File: src/common/ser_ctrl_pkg.sv
// Constants shared by the mode and serial control register bank and its bus watchdog.
// Assumes a single 100 MHz clock and a synchronous active-high reset.
package ser_ctrl_pkg;

  localparam int unsigned CLK_PERIOD_NS = 10;

  // Register offsets on the serial control bus.
  localparam logic [7:0] MODE_ADDR     = 8'h04;
  localparam logic [7:0] CTRL_ADDR     = 8'h05;
  localparam logic [7:0] CRC_LSB_ADDR  = 8'h0a;
  localparam logic [7:0] CRC_MSB_ADDR  = 8'h0b;

  // Reset values and writable-bit masks.
  localparam logic [7:0] MODE_RESET    = 8'h80;
  localparam logic [7:0] CTRL_RESET    = 8'h00;
  localparam logic [7:0] MODE_WMASK    = 8'haf;
  localparam logic [7:0] CTRL_WMASK    = 8'h1f;

  // Mode register fields.
  localparam int unsigned MODE_IDLE_LOW_BIT   = 7;
  localparam int unsigned MODE_CRC_CLEAR_BIT  = 5;
  localparam int unsigned MODE_LEGACY_OVR_BIT = 3;
  localparam int unsigned MODE_LEGACY_SEL_BIT = 2;
  localparam int unsigned MODE_SLOW_OVR_BIT   = 1;
  localparam int unsigned MODE_SLOW_SEL_BIT   = 0;

  // Control register fields.
  localparam int unsigned CTRL_SDA_DLY_LSB    = 3;
  localparam int unsigned CTRL_SDA_DLY_MSB    = 4;
  localparam int unsigned CTRL_WR_BLOCK_BIT   = 2;
  localparam int unsigned CTRL_WDOG_FAST_BIT  = 1;
  localparam int unsigned CTRL_WDOG_OFF_BIT   = 0;

  // SDA output delay.
  localparam int unsigned SDA_DELAY_BASE_NS = 240;
  localparam int unsigned SDA_DELAY_STEP_NS = 40;
  localparam int unsigned SDA_DELAY_BASE_CYC = SDA_DELAY_BASE_NS / CLK_PERIOD_NS;
  localparam int unsigned SDA_DELAY_STEP_CYC = SDA_DELAY_STEP_NS / CLK_PERIOD_NS;
  localparam int unsigned SDA_DELAY_MAX_CYC  = SDA_DELAY_BASE_CYC + 3 * SDA_DELAY_STEP_CYC;

  // Bus watchdog timing.
  localparam int unsigned WDOG_LONG_MS   = 1000;
  localparam int unsigned WDOG_SHORT_US  = 50;
  localparam int unsigned WDOG_LONG_CYC  = WDOG_LONG_MS * (1000000 / CLK_PERIOD_NS);
  localparam int unsigned WDOG_SHORT_CYC = WDOG_SHORT_US * (1000 / CLK_PERIOD_NS);
  localparam int unsigned WDOG_CNT_W     = 27;
  localparam int unsigned RECOVER_HALF_NS  = 5000;
  localparam int unsigned RECOVER_HALF_CYC = RECOVER_HALF_NS / CLK_PERIOD_NS;
  localparam int unsigned RECOVER_PULSES   = 9;

  // CRC error counter.
  localparam int unsigned CRC_CNT_W = 16;

  typedef enum logic [2:0] {
    WD_WATCH = 3'b001,
    WD_LOW   = 3'b010,
    WD_HIGH  = 3'b100
  } wdog_state_t;

endpackage

File: src/bus_watchdog.sv
// Serial control bus watchdog: detects an idle bus and frees a hung one.
// Assumes scl_in and sda_in come straight from pins; they are synchronised here.
module bus_watchdog
  import ser_ctrl_pkg::*;
#(
  parameter int unsigned LONG_CYC  = ser_ctrl_pkg::WDOG_LONG_CYC,
  parameter int unsigned SHORT_CYC = ser_ctrl_pkg::WDOG_SHORT_CYC,
  parameter int unsigned HALF_CYC  = ser_ctrl_pkg::RECOVER_HALF_CYC
)
(
  // Clock and reset.
  input  wire logic clock,
  input  wire logic rst,
  // Configuration.
  input  wire logic disable_wd,
  input  wire logic speedup,
  // Bus pins.
  input  wire logic scl_in,
  input  wire logic sda_in,
  // Results.
  output logic      scl_oe,
  output logic      bus_free
);

  typedef struct packed {
    logic [1:0]            scl_sync;
    logic [1:0]            sda_sync;
    logic                  scl_prev;
    logic                  sda_prev;
    logic [WDOG_CNT_W-1:0] idle_cnt;
    wdog_state_t           state;
    logic [3:0]            pulses;
    logic [WDOG_CNT_W-1:0] half_cnt;
    logic                  scl_oe;
    logic                  bus_free;
  } wd_state_t;

  wd_state_t s_r;
  wd_state_t s_nxt;
  logic [WDOG_CNT_W-1:0] limit;
  logic                  activity;

  always_comb
  begin
    s_nxt = s_r;
    s_nxt.scl_sync = {s_r.scl_sync[0], scl_in};
    s_nxt.sda_sync = {s_r.sda_sync[0], sda_in};
    s_nxt.scl_prev = s_r.scl_sync[1];
    s_nxt.sda_prev = s_r.sda_sync[1];
    s_nxt.bus_free = 1'b0;
    limit = speedup ? WDOG_CNT_W'(SHORT_CYC - 1) : WDOG_CNT_W'(LONG_CYC - 1);
    activity = (s_r.scl_sync[1] != s_r.scl_prev) || (s_r.sda_sync[1] != s_r.sda_prev);
    unique case (s_r.state)
      WD_WATCH:
      begin
        if (disable_wd || activity)
        begin
          s_nxt.idle_cnt = '0;
        end
        else if (s_r.idle_cnt >= limit)
        begin
          s_nxt.idle_cnt = '0;
          if (s_r.sda_sync[1])
          begin
            s_nxt.bus_free = 1'b1;
          end
          else
          begin
            s_nxt.state    = WD_LOW;
            s_nxt.pulses   = '0;
            s_nxt.half_cnt = '0;
            s_nxt.scl_oe   = 1'b1;
          end
        end
        else
        begin
          s_nxt.idle_cnt = s_r.idle_cnt + 1'b1;
        end
      end
      WD_LOW:
      begin
        if (s_r.half_cnt >= WDOG_CNT_W'(HALF_CYC - 1))
        begin
          s_nxt.half_cnt = '0;
          s_nxt.scl_oe   = 1'b0;
          s_nxt.pulses   = s_r.pulses + 1'b1;
          s_nxt.state    = WD_HIGH;
        end
        else
        begin
          s_nxt.half_cnt = s_r.half_cnt + 1'b1;
        end
      end
      WD_HIGH:
      begin
        if (s_r.half_cnt >= WDOG_CNT_W'(HALF_CYC - 1))
        begin
          s_nxt.half_cnt = '0;
          if (s_r.pulses >= 4'(RECOVER_PULSES))
          begin
            s_nxt.state = WD_WATCH;
          end
          else
          begin
            s_nxt.scl_oe = 1'b1;
            s_nxt.state  = WD_LOW;
          end
        end
        else
        begin
          s_nxt.half_cnt = s_r.half_cnt + 1'b1;
        end
      end
    endcase
  end

  always_ff @(posedge clock)
  begin
    if (rst)
    begin
      s_r <= '{scl_sync: 2'h3, sda_sync: 2'h3, scl_prev: 1'b1, sda_prev: 1'b1,
               idle_cnt: '0, state: WD_WATCH, pulses: '0, half_cnt: '0,
               scl_oe: 1'b0, bus_free: 1'b0};
    end
    else
    begin
      s_r <= s_nxt;
    end
  end

  assign scl_oe   = s_r.scl_oe;
  assign bus_free = s_r.bus_free;

endmodule // bus_watchdog

File: src/serializer_mode_and_i2c_ctrl.sv
// Mode select and serial control configuration registers, CRC error count, and
// SDA output delay. Register accesses arrive from the serial control bus engine,
// which flags accesses that came across the control channel from the far end.
module serializer_mode_and_i2c_ctrl
  import ser_ctrl_pkg::*;
#(
  parameter int unsigned WDOG_LONG  = ser_ctrl_pkg::WDOG_LONG_CYC,
  parameter int unsigned WDOG_SHORT = ser_ctrl_pkg::WDOG_SHORT_CYC,
  parameter int unsigned RECOVER_HALF = ser_ctrl_pkg::RECOVER_HALF_CYC
)
(
  // Clock and reset.
  input  wire logic       clock,
  input  wire logic       rst,
  // Register access from the serial control bus engine.
  input  wire logic [7:0] reg_addr,
  input  wire logic [7:0] reg_wdata,
  input  wire logic       reg_wr,
  input  wire logic       reg_remote,
  output logic [7:0]      reg_rdata,
  output logic            reg_wr_rejected,
  // Mode pins.
  input  wire logic       legacy_pairing_select_pin,
  input  wire logic       slow_clock_select_pin,
  // Back-channel CRC error events.
  input  wire logic       crc_err_pulse,
  // Effective modes.
  output logic            input_idle_low,
  output logic            legacy_pairing_mode,
  output logic            slow_clock_mode,
  output logic            crc_clear,
  // SDA output from the bus engine, delayed to the pin.
  input  wire logic       sda_drive_req,
  output logic            sda_out,
  output logic            sda_oe,
  // SCL and bus watchdog.
  input  wire logic       scl_in,
  input  wire logic       sda_in,
  output logic            scl_out,
  output logic            scl_oe,
  output logic            bus_free
);

  typedef struct packed {
    logic [7:0]                   mode;
    logic [7:0]                   ctrl;
    logic [CRC_CNT_W-1:0]         crc_cnt;
    logic [1:0]                   legacy_sync;
    logic [1:0]                   slow_sync;
    logic                         legacy_mode;
    logic                         slow_mode;
    logic [SDA_DELAY_MAX_CYC-1:0] sda_line;
    logic                         sda_oe;
    logic [7:0]                   rdata;
    logic                         wr_rejected;
  } regs_t;

  regs_t r_r;
  regs_t r_nxt;
  logic  wd_scl_oe;
  logic  wd_bus_free;

  // Delay line tap that yields the nominal SCL-to-SDA delay for a code.
  function automatic int unsigned sda_tap(input logic [1:0] code);
    sda_tap = SDA_DELAY_BASE_CYC + int'(code) * SDA_DELAY_STEP_CYC - 2;
  endfunction

  always_comb
  begin
    r_nxt = r_r;
    r_nxt.wr_rejected = 1'b0;

    // Pin inputs pass two flip-flops before use.
    r_nxt.legacy_sync = {r_r.legacy_sync[0], legacy_pairing_select_pin};
    r_nxt.slow_sync   = {r_r.slow_sync[0], slow_clock_select_pin};

    // Register writes; remote writes to local registers may be blocked.
    if (reg_wr)
    begin
      if (reg_remote && r_r.ctrl[CTRL_WR_BLOCK_BIT])
      begin
        r_nxt.wr_rejected = 1'b1;
      end
      else if (reg_addr == MODE_ADDR)
      begin
        r_nxt.mode = reg_wdata & MODE_WMASK;
      end
      else if (reg_addr == CTRL_ADDR)
      begin
        r_nxt.ctrl = reg_wdata & CTRL_WMASK;
      end
    end

    // Only local register writes are gated; pass-through traffic never comes here.

    // Effective backward-compatibility and frequency modes.
    r_nxt.legacy_mode = r_r.mode[MODE_LEGACY_OVR_BIT] ?
                        r_r.mode[MODE_LEGACY_SEL_BIT] : r_r.legacy_sync[1];
    r_nxt.slow_mode   = r_r.mode[MODE_SLOW_OVR_BIT] ?
                        r_r.mode[MODE_SLOW_SEL_BIT] : r_r.slow_sync[1];

    // CRC error counter, held at zero while the clear bit is set.
    if (r_r.mode[MODE_CRC_CLEAR_BIT])
    begin
      r_nxt.crc_cnt = '0;
    end
    else if (crc_err_pulse && (r_r.crc_cnt != '1))
    begin
      r_nxt.crc_cnt = r_r.crc_cnt + 1'b1;
    end

    // SDA output delay line.
    r_nxt.sda_line = {r_r.sda_line[SDA_DELAY_MAX_CYC-2:0], sda_drive_req};
    r_nxt.sda_oe   = r_r.sda_line[sda_tap(r_r.ctrl[CTRL_SDA_DLY_MSB:CTRL_SDA_DLY_LSB])];

    // Read data, one cycle after the address is presented.
    unique case (reg_addr)
      MODE_ADDR:    r_nxt.rdata = r_r.mode;
      CTRL_ADDR:    r_nxt.rdata = r_r.ctrl;
      CRC_LSB_ADDR: r_nxt.rdata = r_r.crc_cnt[7:0];
      CRC_MSB_ADDR: r_nxt.rdata = r_r.crc_cnt[15:8];
      default:      r_nxt.rdata = 8'h00;
    endcase
  end

  always_ff @(posedge clock)
  begin
    if (rst)
    begin
      r_r <= '{mode: MODE_RESET, ctrl: CTRL_RESET, crc_cnt: '0,
               legacy_sync: 2'h0, slow_sync: 2'h0,
               legacy_mode: 1'b0, slow_mode: 1'b0,
               sda_line: '0, sda_oe: 1'b0, rdata: 8'h00, wr_rejected: 1'b0};
    end
    else
    begin
      r_r <= r_nxt;
    end
  end

  bus_watchdog #(
    .LONG_CYC  (WDOG_LONG),
    .SHORT_CYC (WDOG_SHORT),
    .HALF_CYC  (RECOVER_HALF)
  ) u_watchdog (
    .clock      (clock),
    .rst        (rst),
    .disable_wd (r_r.ctrl[CTRL_WDOG_OFF_BIT]),
    .speedup    (r_r.ctrl[CTRL_WDOG_FAST_BIT]),
    .scl_in     (scl_in),
    .sda_in     (sda_in),
    .scl_oe     (wd_scl_oe),
    .bus_free   (wd_bus_free)
  );

  assign reg_rdata           = r_r.rdata;
  assign reg_wr_rejected     = r_r.wr_rejected;
  assign input_idle_low      = r_r.mode[MODE_IDLE_LOW_BIT];
  assign legacy_pairing_mode = r_r.legacy_mode;
  assign slow_clock_mode     = r_r.slow_mode;
  assign crc_clear           = r_r.mode[MODE_CRC_CLEAR_BIT];
  assign sda_out             = 1'b0;
  assign sda_oe              = r_r.sda_oe;
  assign scl_out             = 1'b0;
  assign scl_oe              = wd_scl_oe;
  assign bus_free            = wd_bus_free;

endmodule // serializer_mode_and_i2c_ctrl

File: config.mk
export PLATFORM = sky130hd
export DESIGN_NAME = serializer_mode_and_i2c_ctrl
export DESIGN_NICKNAME = d
export VERILOG_FILES = /design/src/common/ser_ctrl_pkg.sv /design/src/bus_watchdog.sv /design/src/serializer_mode_and_i2c_ctrl.sv
export SDC_FILE = /design/constraint.sdc
export NUM_CORES = 1
export LEC_CHECK = 0
export ABC_AREA = 1
export BUFFER_PORTS_ARGS = -buffer_cell sky130_fd_sc_hd__buf_2
export CAP_MARGIN = 20
export CORE_MARGIN = 1
export CORE_UTILIZATION = 40
export CTS_CLUSTER_DIAMETER = 120
export DETAILED_ROUTE_END_ITERATION = 12
export PLACE_DENSITY = 0.66
export SYNTH_ARGS = -nofsm -noshare
export SYNTH_HDL_FRONTEND = slang
export SYNTH_SLANG_ARGS = --single-unit
File: constraint.sdc
create_clock -name clock -period 2.5 [get_ports clock]
set_clock_uncertainty 0.2 [all_clocks]
set_input_delay 0.25 -clock clock [delete_from_list [all_inputs] [get_ports clock]]
set_output_delay 0.25 -clock clock [all_outputs]
set_load 0.01 [all_outputs]
==> results of run 1 <==
## cells in the mapped netlist (all sizes together)
library cell	number	area share, %
nand2	214	12
nand3b	3	0.31
inv	144	7.6
or2	5	0.44
xnor2	8	0.98
dfxtp	147	41
a211oi	1	0.10
nand3	41	3.0
o31ai	1	0.10
o221ai	2	0.24
nor3	36	3.6
clkbuf	13	0.82
clkinv	2	0.10
nor2	150	8.6
a31oi	2	0.17
or3	1	0.088
o21a	1	0.10
xor2	24	2.9
o21ai	34	2.4
o22ai	4	0.35
buf	22	2.5
nand4	15	1.5
a21oi	80	6.0
ha	25	4.4
and3	2	0.17
a21o	2	0.21
nor3b	2	0.21
conb	1	0.052
nor4	4	0.44
## sequential cells by signal, summed over array words and instances, names as in the netlist, 4 cells and up
signal,flops
u_watchdog.s_r,63
r_r,27
reg_rdata,8
r_nxt,37
u_watchdog.s_nxt,4
## where the power goes
part           switching, mW  internal, mW
registers             0.0115          2.36
logic                  0.113        0.0648
clock network           1.04          1.51
## through the flow
step	hold WS [ps]	power [mW]
global route	156	5.28
global placement	189	2.58
detailed placement	195	2.58
floorplan	154	2.52
finish	96.9	5.10
CTS	75.6	5.14
## final timing paths
kind	endpoint	slack [ps]	cells after the start	from
max	u_watchdog.s_r[52]	100	14	r_r[69]
min	input_idle_low	100	6	reg_remote
min reg2reg	r_nxt[29]	200	2	r_nxt[28]
max reg2reg	u_watchdog.s_r[52]	100	14	r_r[69]
## logic make-up (layout without fill, tap and decap cells)
family,after synthesis,in the layout,share of synthesized area [%]
flip-flops,147,147,41.1
AO/OA/AOI/OAI,127,127,9.69
adder cells (fa/ha/maj),25,25,4.37
buffers and inverters,181,271,11.0
AND/OR/NAND/NOR,473,474,29.9
other,1,2,0.0524
XOR/XNOR,32,32,3.92
## worst max-delay path, stage by stage (launching register included)
cell     delay (ps)
dfxtp_4         360
buf_12          150
ha_1            270
nand2_1          60
inv_1            50
nand2_1          70
nand2_2          60
a21oi_2         150
nand2_1          80
inv_2            80
nand4_4         140
buf_12          170
nor2_2          200
nand2_1         100
a21oi_1         150
## final cells by class
cell class	count	area share (%)
well taps	225	3.30
clock buffers	19	5.19
inverters	146	6.42
multi-input cells	660	40.8
flip-flops and latches	147	34.5
clock inverters	13	1.70
repair buffers	93	8.06
## layer usage
metal,track usage [%],vias to the layer above,part of all wire [%]
li1,-,3247,-
met1,24.2,2774,49
met2,29.1,131,45
met3,4.08,21,4.7
met4,6.43,0,1.5
met5,0,-,0
## timing repair
action | 4_1_cts | 5_1_grt
hold buffers | 17 | 0
gates resized for setup | 0 | 17
endpoints found under the setup margin | 0 | 59
hold endpoints to repair | 19 | 0
setup buffers | 0 | 4
==> flow_summary.ini, run 1 <==
[routing]
vias = 6173
via_per_inst = 4.74
drtIter0Drc = 394
dr.pass1.iters = 5
ant_nets = 0
drc = 0
wirelength_microns = 15900
post_drt_wl_per_cell_microns = 12.2

[cells_and_area]
fin_cells = 1303
regArea_sq_um = 2950
fill_cells = 1719
post-route-util_pct = 49.2
layout.nets = 1116
design_area_sq_um = 8540
multi_input_area_sq_um = 3490
drive_above_1_share_pct = 16.4
syn_to_final_growth_pct = 19.4
layout.cells.most_common = nand2_1
final_cell_mix = nand2_1 (205), dfxtp_1 (146), inv_1 (138), nor2_1 (134), a21oi_1 (70)
n_antenna_cell = 0

[placement]
pre_cts_ws_ps = 44.9
port_buffers = 40
dp_cells = 1249
placed_cell_area_sq_um = 7670
place.gp.congestion = 0.914
dp_hpwl_microns = 11200

[global_routing]
grt_usage_pct = 18.3
antenna_found_initial = 0
overflow = 0
grt_pass1_vias = 5695
grt_max_degree = 55
grt_pass1_wl_microns = 26400

[setup_path]
crit_arrival_ps = 2550
path_class = flop to flop
startpoint_type = flop
crit_fanout = 15
end_kind = flop
cp.required_ps = 2650

[die]
rows = 48
fp.coreArea_sq_um = 17400
dieArea_sq_um = 18400
start_util_pct = 41.2
die_w_microns = 136
io_pins = 44
die_y_microns = 136

[worst_hold_path]
hold_class = input pin to flop

[clock_tree]
htreeDepth = 4
cts.path.max_buffers = 2
cts_tree = done
cts-root-buf = clkbuf_16
cts_sinks = 147
clock_latency_ps = 430
numCtsBuffers = 17
clk_pin_slew_worst_paths_ps = 60

[logic_synthesis]
ys_types = 47
synth_area_per_cell_sq_um = 7.25
ys_ff_latch = 147
syn_inst = 986
netlist_area_sq_um = 7150
ys_warn_count = 0
seq_area_frac_synth_pct = 41.1

[timing]
worst_slew_pin_slew_ps = 680
final-hold-violation-count = 0
post-route-min-period_ps = 2400
fin_crit_sh_pct = 96.0
fin_setup_tns_ps = 0
timing.fmax_mhz = 416
fin_ws_ps = 98.9
setup_viol = 0
drv_slew = 0
relSlewSlack_pct = 54.7
rsz0062_at_grt = yes

[flow_run]
maxCapViolCount = 0

[status]
run_status = finished, final reports clean

[power]
vdd_drop_max_v = 0.000521
p_per_area_nw_per_um2 = 597
p_leak_nw = 3.58
Power figures use the tool's default switching activity.
==> run 2, diff against run 1 <==
--- a/config.mk
+++ b/config.mk
@@ -5,14 +5,14 @@
 export SDC_FILE = /design/constraint.sdc
 export NUM_CORES = 1
 export LEC_CHECK = 0
-export ABC_AREA = 1
+export ABC_AREA = 0
 export BUFFER_PORTS_ARGS = -buffer_cell sky130_fd_sc_hd__buf_2
 export CAP_MARGIN = 20
 export CORE_MARGIN = 1
-export CORE_UTILIZATION = 40
+export CORE_UTILIZATION = 54
 export CTS_CLUSTER_DIAMETER = 120
 export DETAILED_ROUTE_END_ITERATION = 12
-export PLACE_DENSITY = 0.66
+export PLACE_DENSITY = 0.82
 export SYNTH_ARGS = -nofsm -noshare
 export SYNTH_HDL_FRONTEND = slang
 export SYNTH_SLANG_ARGS = --single-unit
==> flow_summary.ini, run 2 <==
[flow_run]
maxCapViolCount = 0

[status]
run_status = finished, violations left
violations = negative setup slack

[setup_path]
startpoint_type = flop
crit_fanout = 8
end_kind = flop
cp.required_ps = 2620
reg2reg_depth = 9
path_cells = ha_1 -> a211o_1 -> a221oi_4 -> buf_4 -> nand4_1 -> buf_4 -> buf_6 -> a41oi_1 -> nor2_1
slowest_delay_ps = 400
crit_arrival_ps = 2910
path_class = flop to flop
cpMaxStageDelayCell = dfxtp_4
path_common_cell = buf_4

[logic_synthesis]
async_reset_ff_share_pct = 0
ys.flop_type = dfxtp_1
yosys.area.top_type_share_pct = 44.2
ys_types = 60
ys_warn_count = 0
seq_area_frac_synth_pct = 44.2
synth.most_common_cell = dfxtp_1
synth_area_leader_cell = dfxtp_1
ys_ff_latch = 147
synth_compound_area_share_pct = 13.1
syn_inst = 745
synth_top_family_by_area = simple AND/OR/NAND/NOR gates
synth-xor-area-share_pct = 1.84
synth_edf_count = 0
synth_area_per_cell_sq_um = 8.94
netlist_area_sq_um = 6660
synthAdderAreaFrac_pct = 4.70
synth-simple-area-share_pct = 29.6
synthMuxAreaShare_pct = 2.59
synth_area_leaders = dfxtp_1 (44%), ha_1 (4.7%), nor2b_1 (3.9%)
netlist_top_cells_count = dfxtp_1 (147), nor2_1 (62), nand2_1 (61), nor2b_1 (41), a21oi_1 (40)

[worst_hold_path]
hold_class = input pin to flop
hold_depth = 2

[routing]
via_per_inst = 6.18
post_drt_wl_per_cell_microns = 17.6
vias = 6146
dr.pass1.iters = 6
ant_nets = 0
wirelength_microns = 17500
drtIter0Drc = 552
drc = 0

[die]
start_util_pct = 55.4
die_y_microns = 113
rows = 40
io_pins = 44
fp.coreArea_sq_um = 12000
die_w_microns = 113
dieArea_sq_um = 12800

[cells_and_area]
layout.cells.most_common = dfxtp_1
layout.nets = 887
n_antenna_cell = 0
syn_to_final_growth_pct = 23.7
design_area_sq_um = 8240
fin_cells = 995
final_cell_mix = dfxtp_1 (146), nor2_1 (60), nand2_1 (60), buf_4 (58), nor2b_1 (41)
post-route-util_pct = 68.6
drive_above_1_share_pct = 22.6
largest_reg_flops = 63
regMostFlops = u_watchdog.s_r

[timing]
relSlewSlack_pct = 49.5
post-route-min-period_ps = 2780
worst_slew_pin_slew_ps = 751
drv_slew = 0
setup_viol = 62
rsz0062_at_grt = yes
timing.fmax_mhz = 359
fin_setup_tns_ps = -9850
fin_crit_sh_pct = 111
hold_slack_ps = 66.7
final-hold-violation-count = 0
fin_ws_ps = -283

[global_routing]
antenna_found_initial = 0
grt_usage_pct = 27.2
overflow = 0
grt_max_degree = 43
grt_pass1_vias = 5660
grt_pass1_wl_microns = 27300

[placement]
port_buffers = 40
place.gp.congestion = 0.906
dp_hpwl_microns = 10500
placed_cell_area_sq_um = 7220
dp_cells = 937

[clock_tree]
cts_tree = done
cts_sinks = 147
cts-root-buf = clkbuf_16
clock_latency_ps = 430
clk_pin_slew_worst_paths_ps = 60
cts.path.max_buffers = 2
numCtsBuffers = 17
htreeDepth = 4

[power]
p_per_area_nw_per_um2 = 591
p_leak_nw = 3.24
vdd_drop_max_v = 0.000613
run 2: final cells by class:
| cell class | count | area, sq um |
|---|---|---|
| Clock buffer | 18 | 429 |
| Clock inverter | 13 | 98.8 |
| Fill cell | 856 | 3780 |
| Inverter | 13 | 53.8 |
| Multi-Input combinational cell | 542 | 3700 |
| Sequential cell | 147 | 2950 |
| Tap cell | 147 | 184 |
| Timing Repair Buffer | 115 | 820 |
run 2: per-layer routing:
| metal | global-route usage [%] | part of all wire, % | vias up |
|---|---|---|---|
| met4 | 13.0 | 3.8 | 0 |
| met2 | 46.0 | 50 | 290 |
| met1 | 32.3 | 39 | 2906 |
| met3 | 6.91 | 7.3 | 64 |
| li1 | - | - | 2886 |
| met5 | 0 | 0 | - |
run 2: worst paths after layout:
check / start / end / slack (ps)
max: r_r[69] / u_watchdog.s_r[10] / -280
min: rst / crc_clear / 70
max reg2reg: r_r[69] / u_watchdog.s_r[10] / -280
min reg2reg: u_watchdog.s_nxt[68] / u_watchdog.s_nxt[64] / 210
run 2: per-stage QoR:
step	power [mW]	setup slack, ps
2_1_floorplan	2.52	6.51
3_3_place_gp	2.57	-128
3_5_place_dp	2.57	-265
4_1_cts	4.87	-112
5_1_grt	5.02	-357
6_report	4.87	-283
run 2: cells by family (layout without fill, tap and decap cells):
logic type,count (synthesis),after routing
simple gates,355,355
flops,147,147
compound gates,129,130
buf+inv,58,159
fa+ha+maj,25,25
mux,16,16
xor+xnor,14,14
other cells,1,2
run 2: timing repair:
action | in CTS | in global routing
buffers inserted | 6 | 6
setup endpoints to repair | 58 | 62
hold buffers | 14 | 0
pin swaps | 18 | 18
gates resized for setup | 26 | 28
gates cloned | 1 | 0
endpoints found under the hold margin | 17 | 0
run 2: worst max-delay path, delay by kind of cell (launching register included):
family / cells / cell delay [ps]
compound gates: 3 / 910
flops: 1 / 400
buf+inv: 3 / 550
fa+ha+maj: 1 / 340
simple gates: 2 / 280
run 2: report_power, final:
part	switching [mW]	total, mW	leakage (nW)	internal [mW]
Clock	1.04	2.32	0.259	1.27
Sequential	0.0151	2.37	1.19	2.36
Combinational	0.109	0.179	1.79	0.0704
Total	1.16	4.87	3.24	3.70
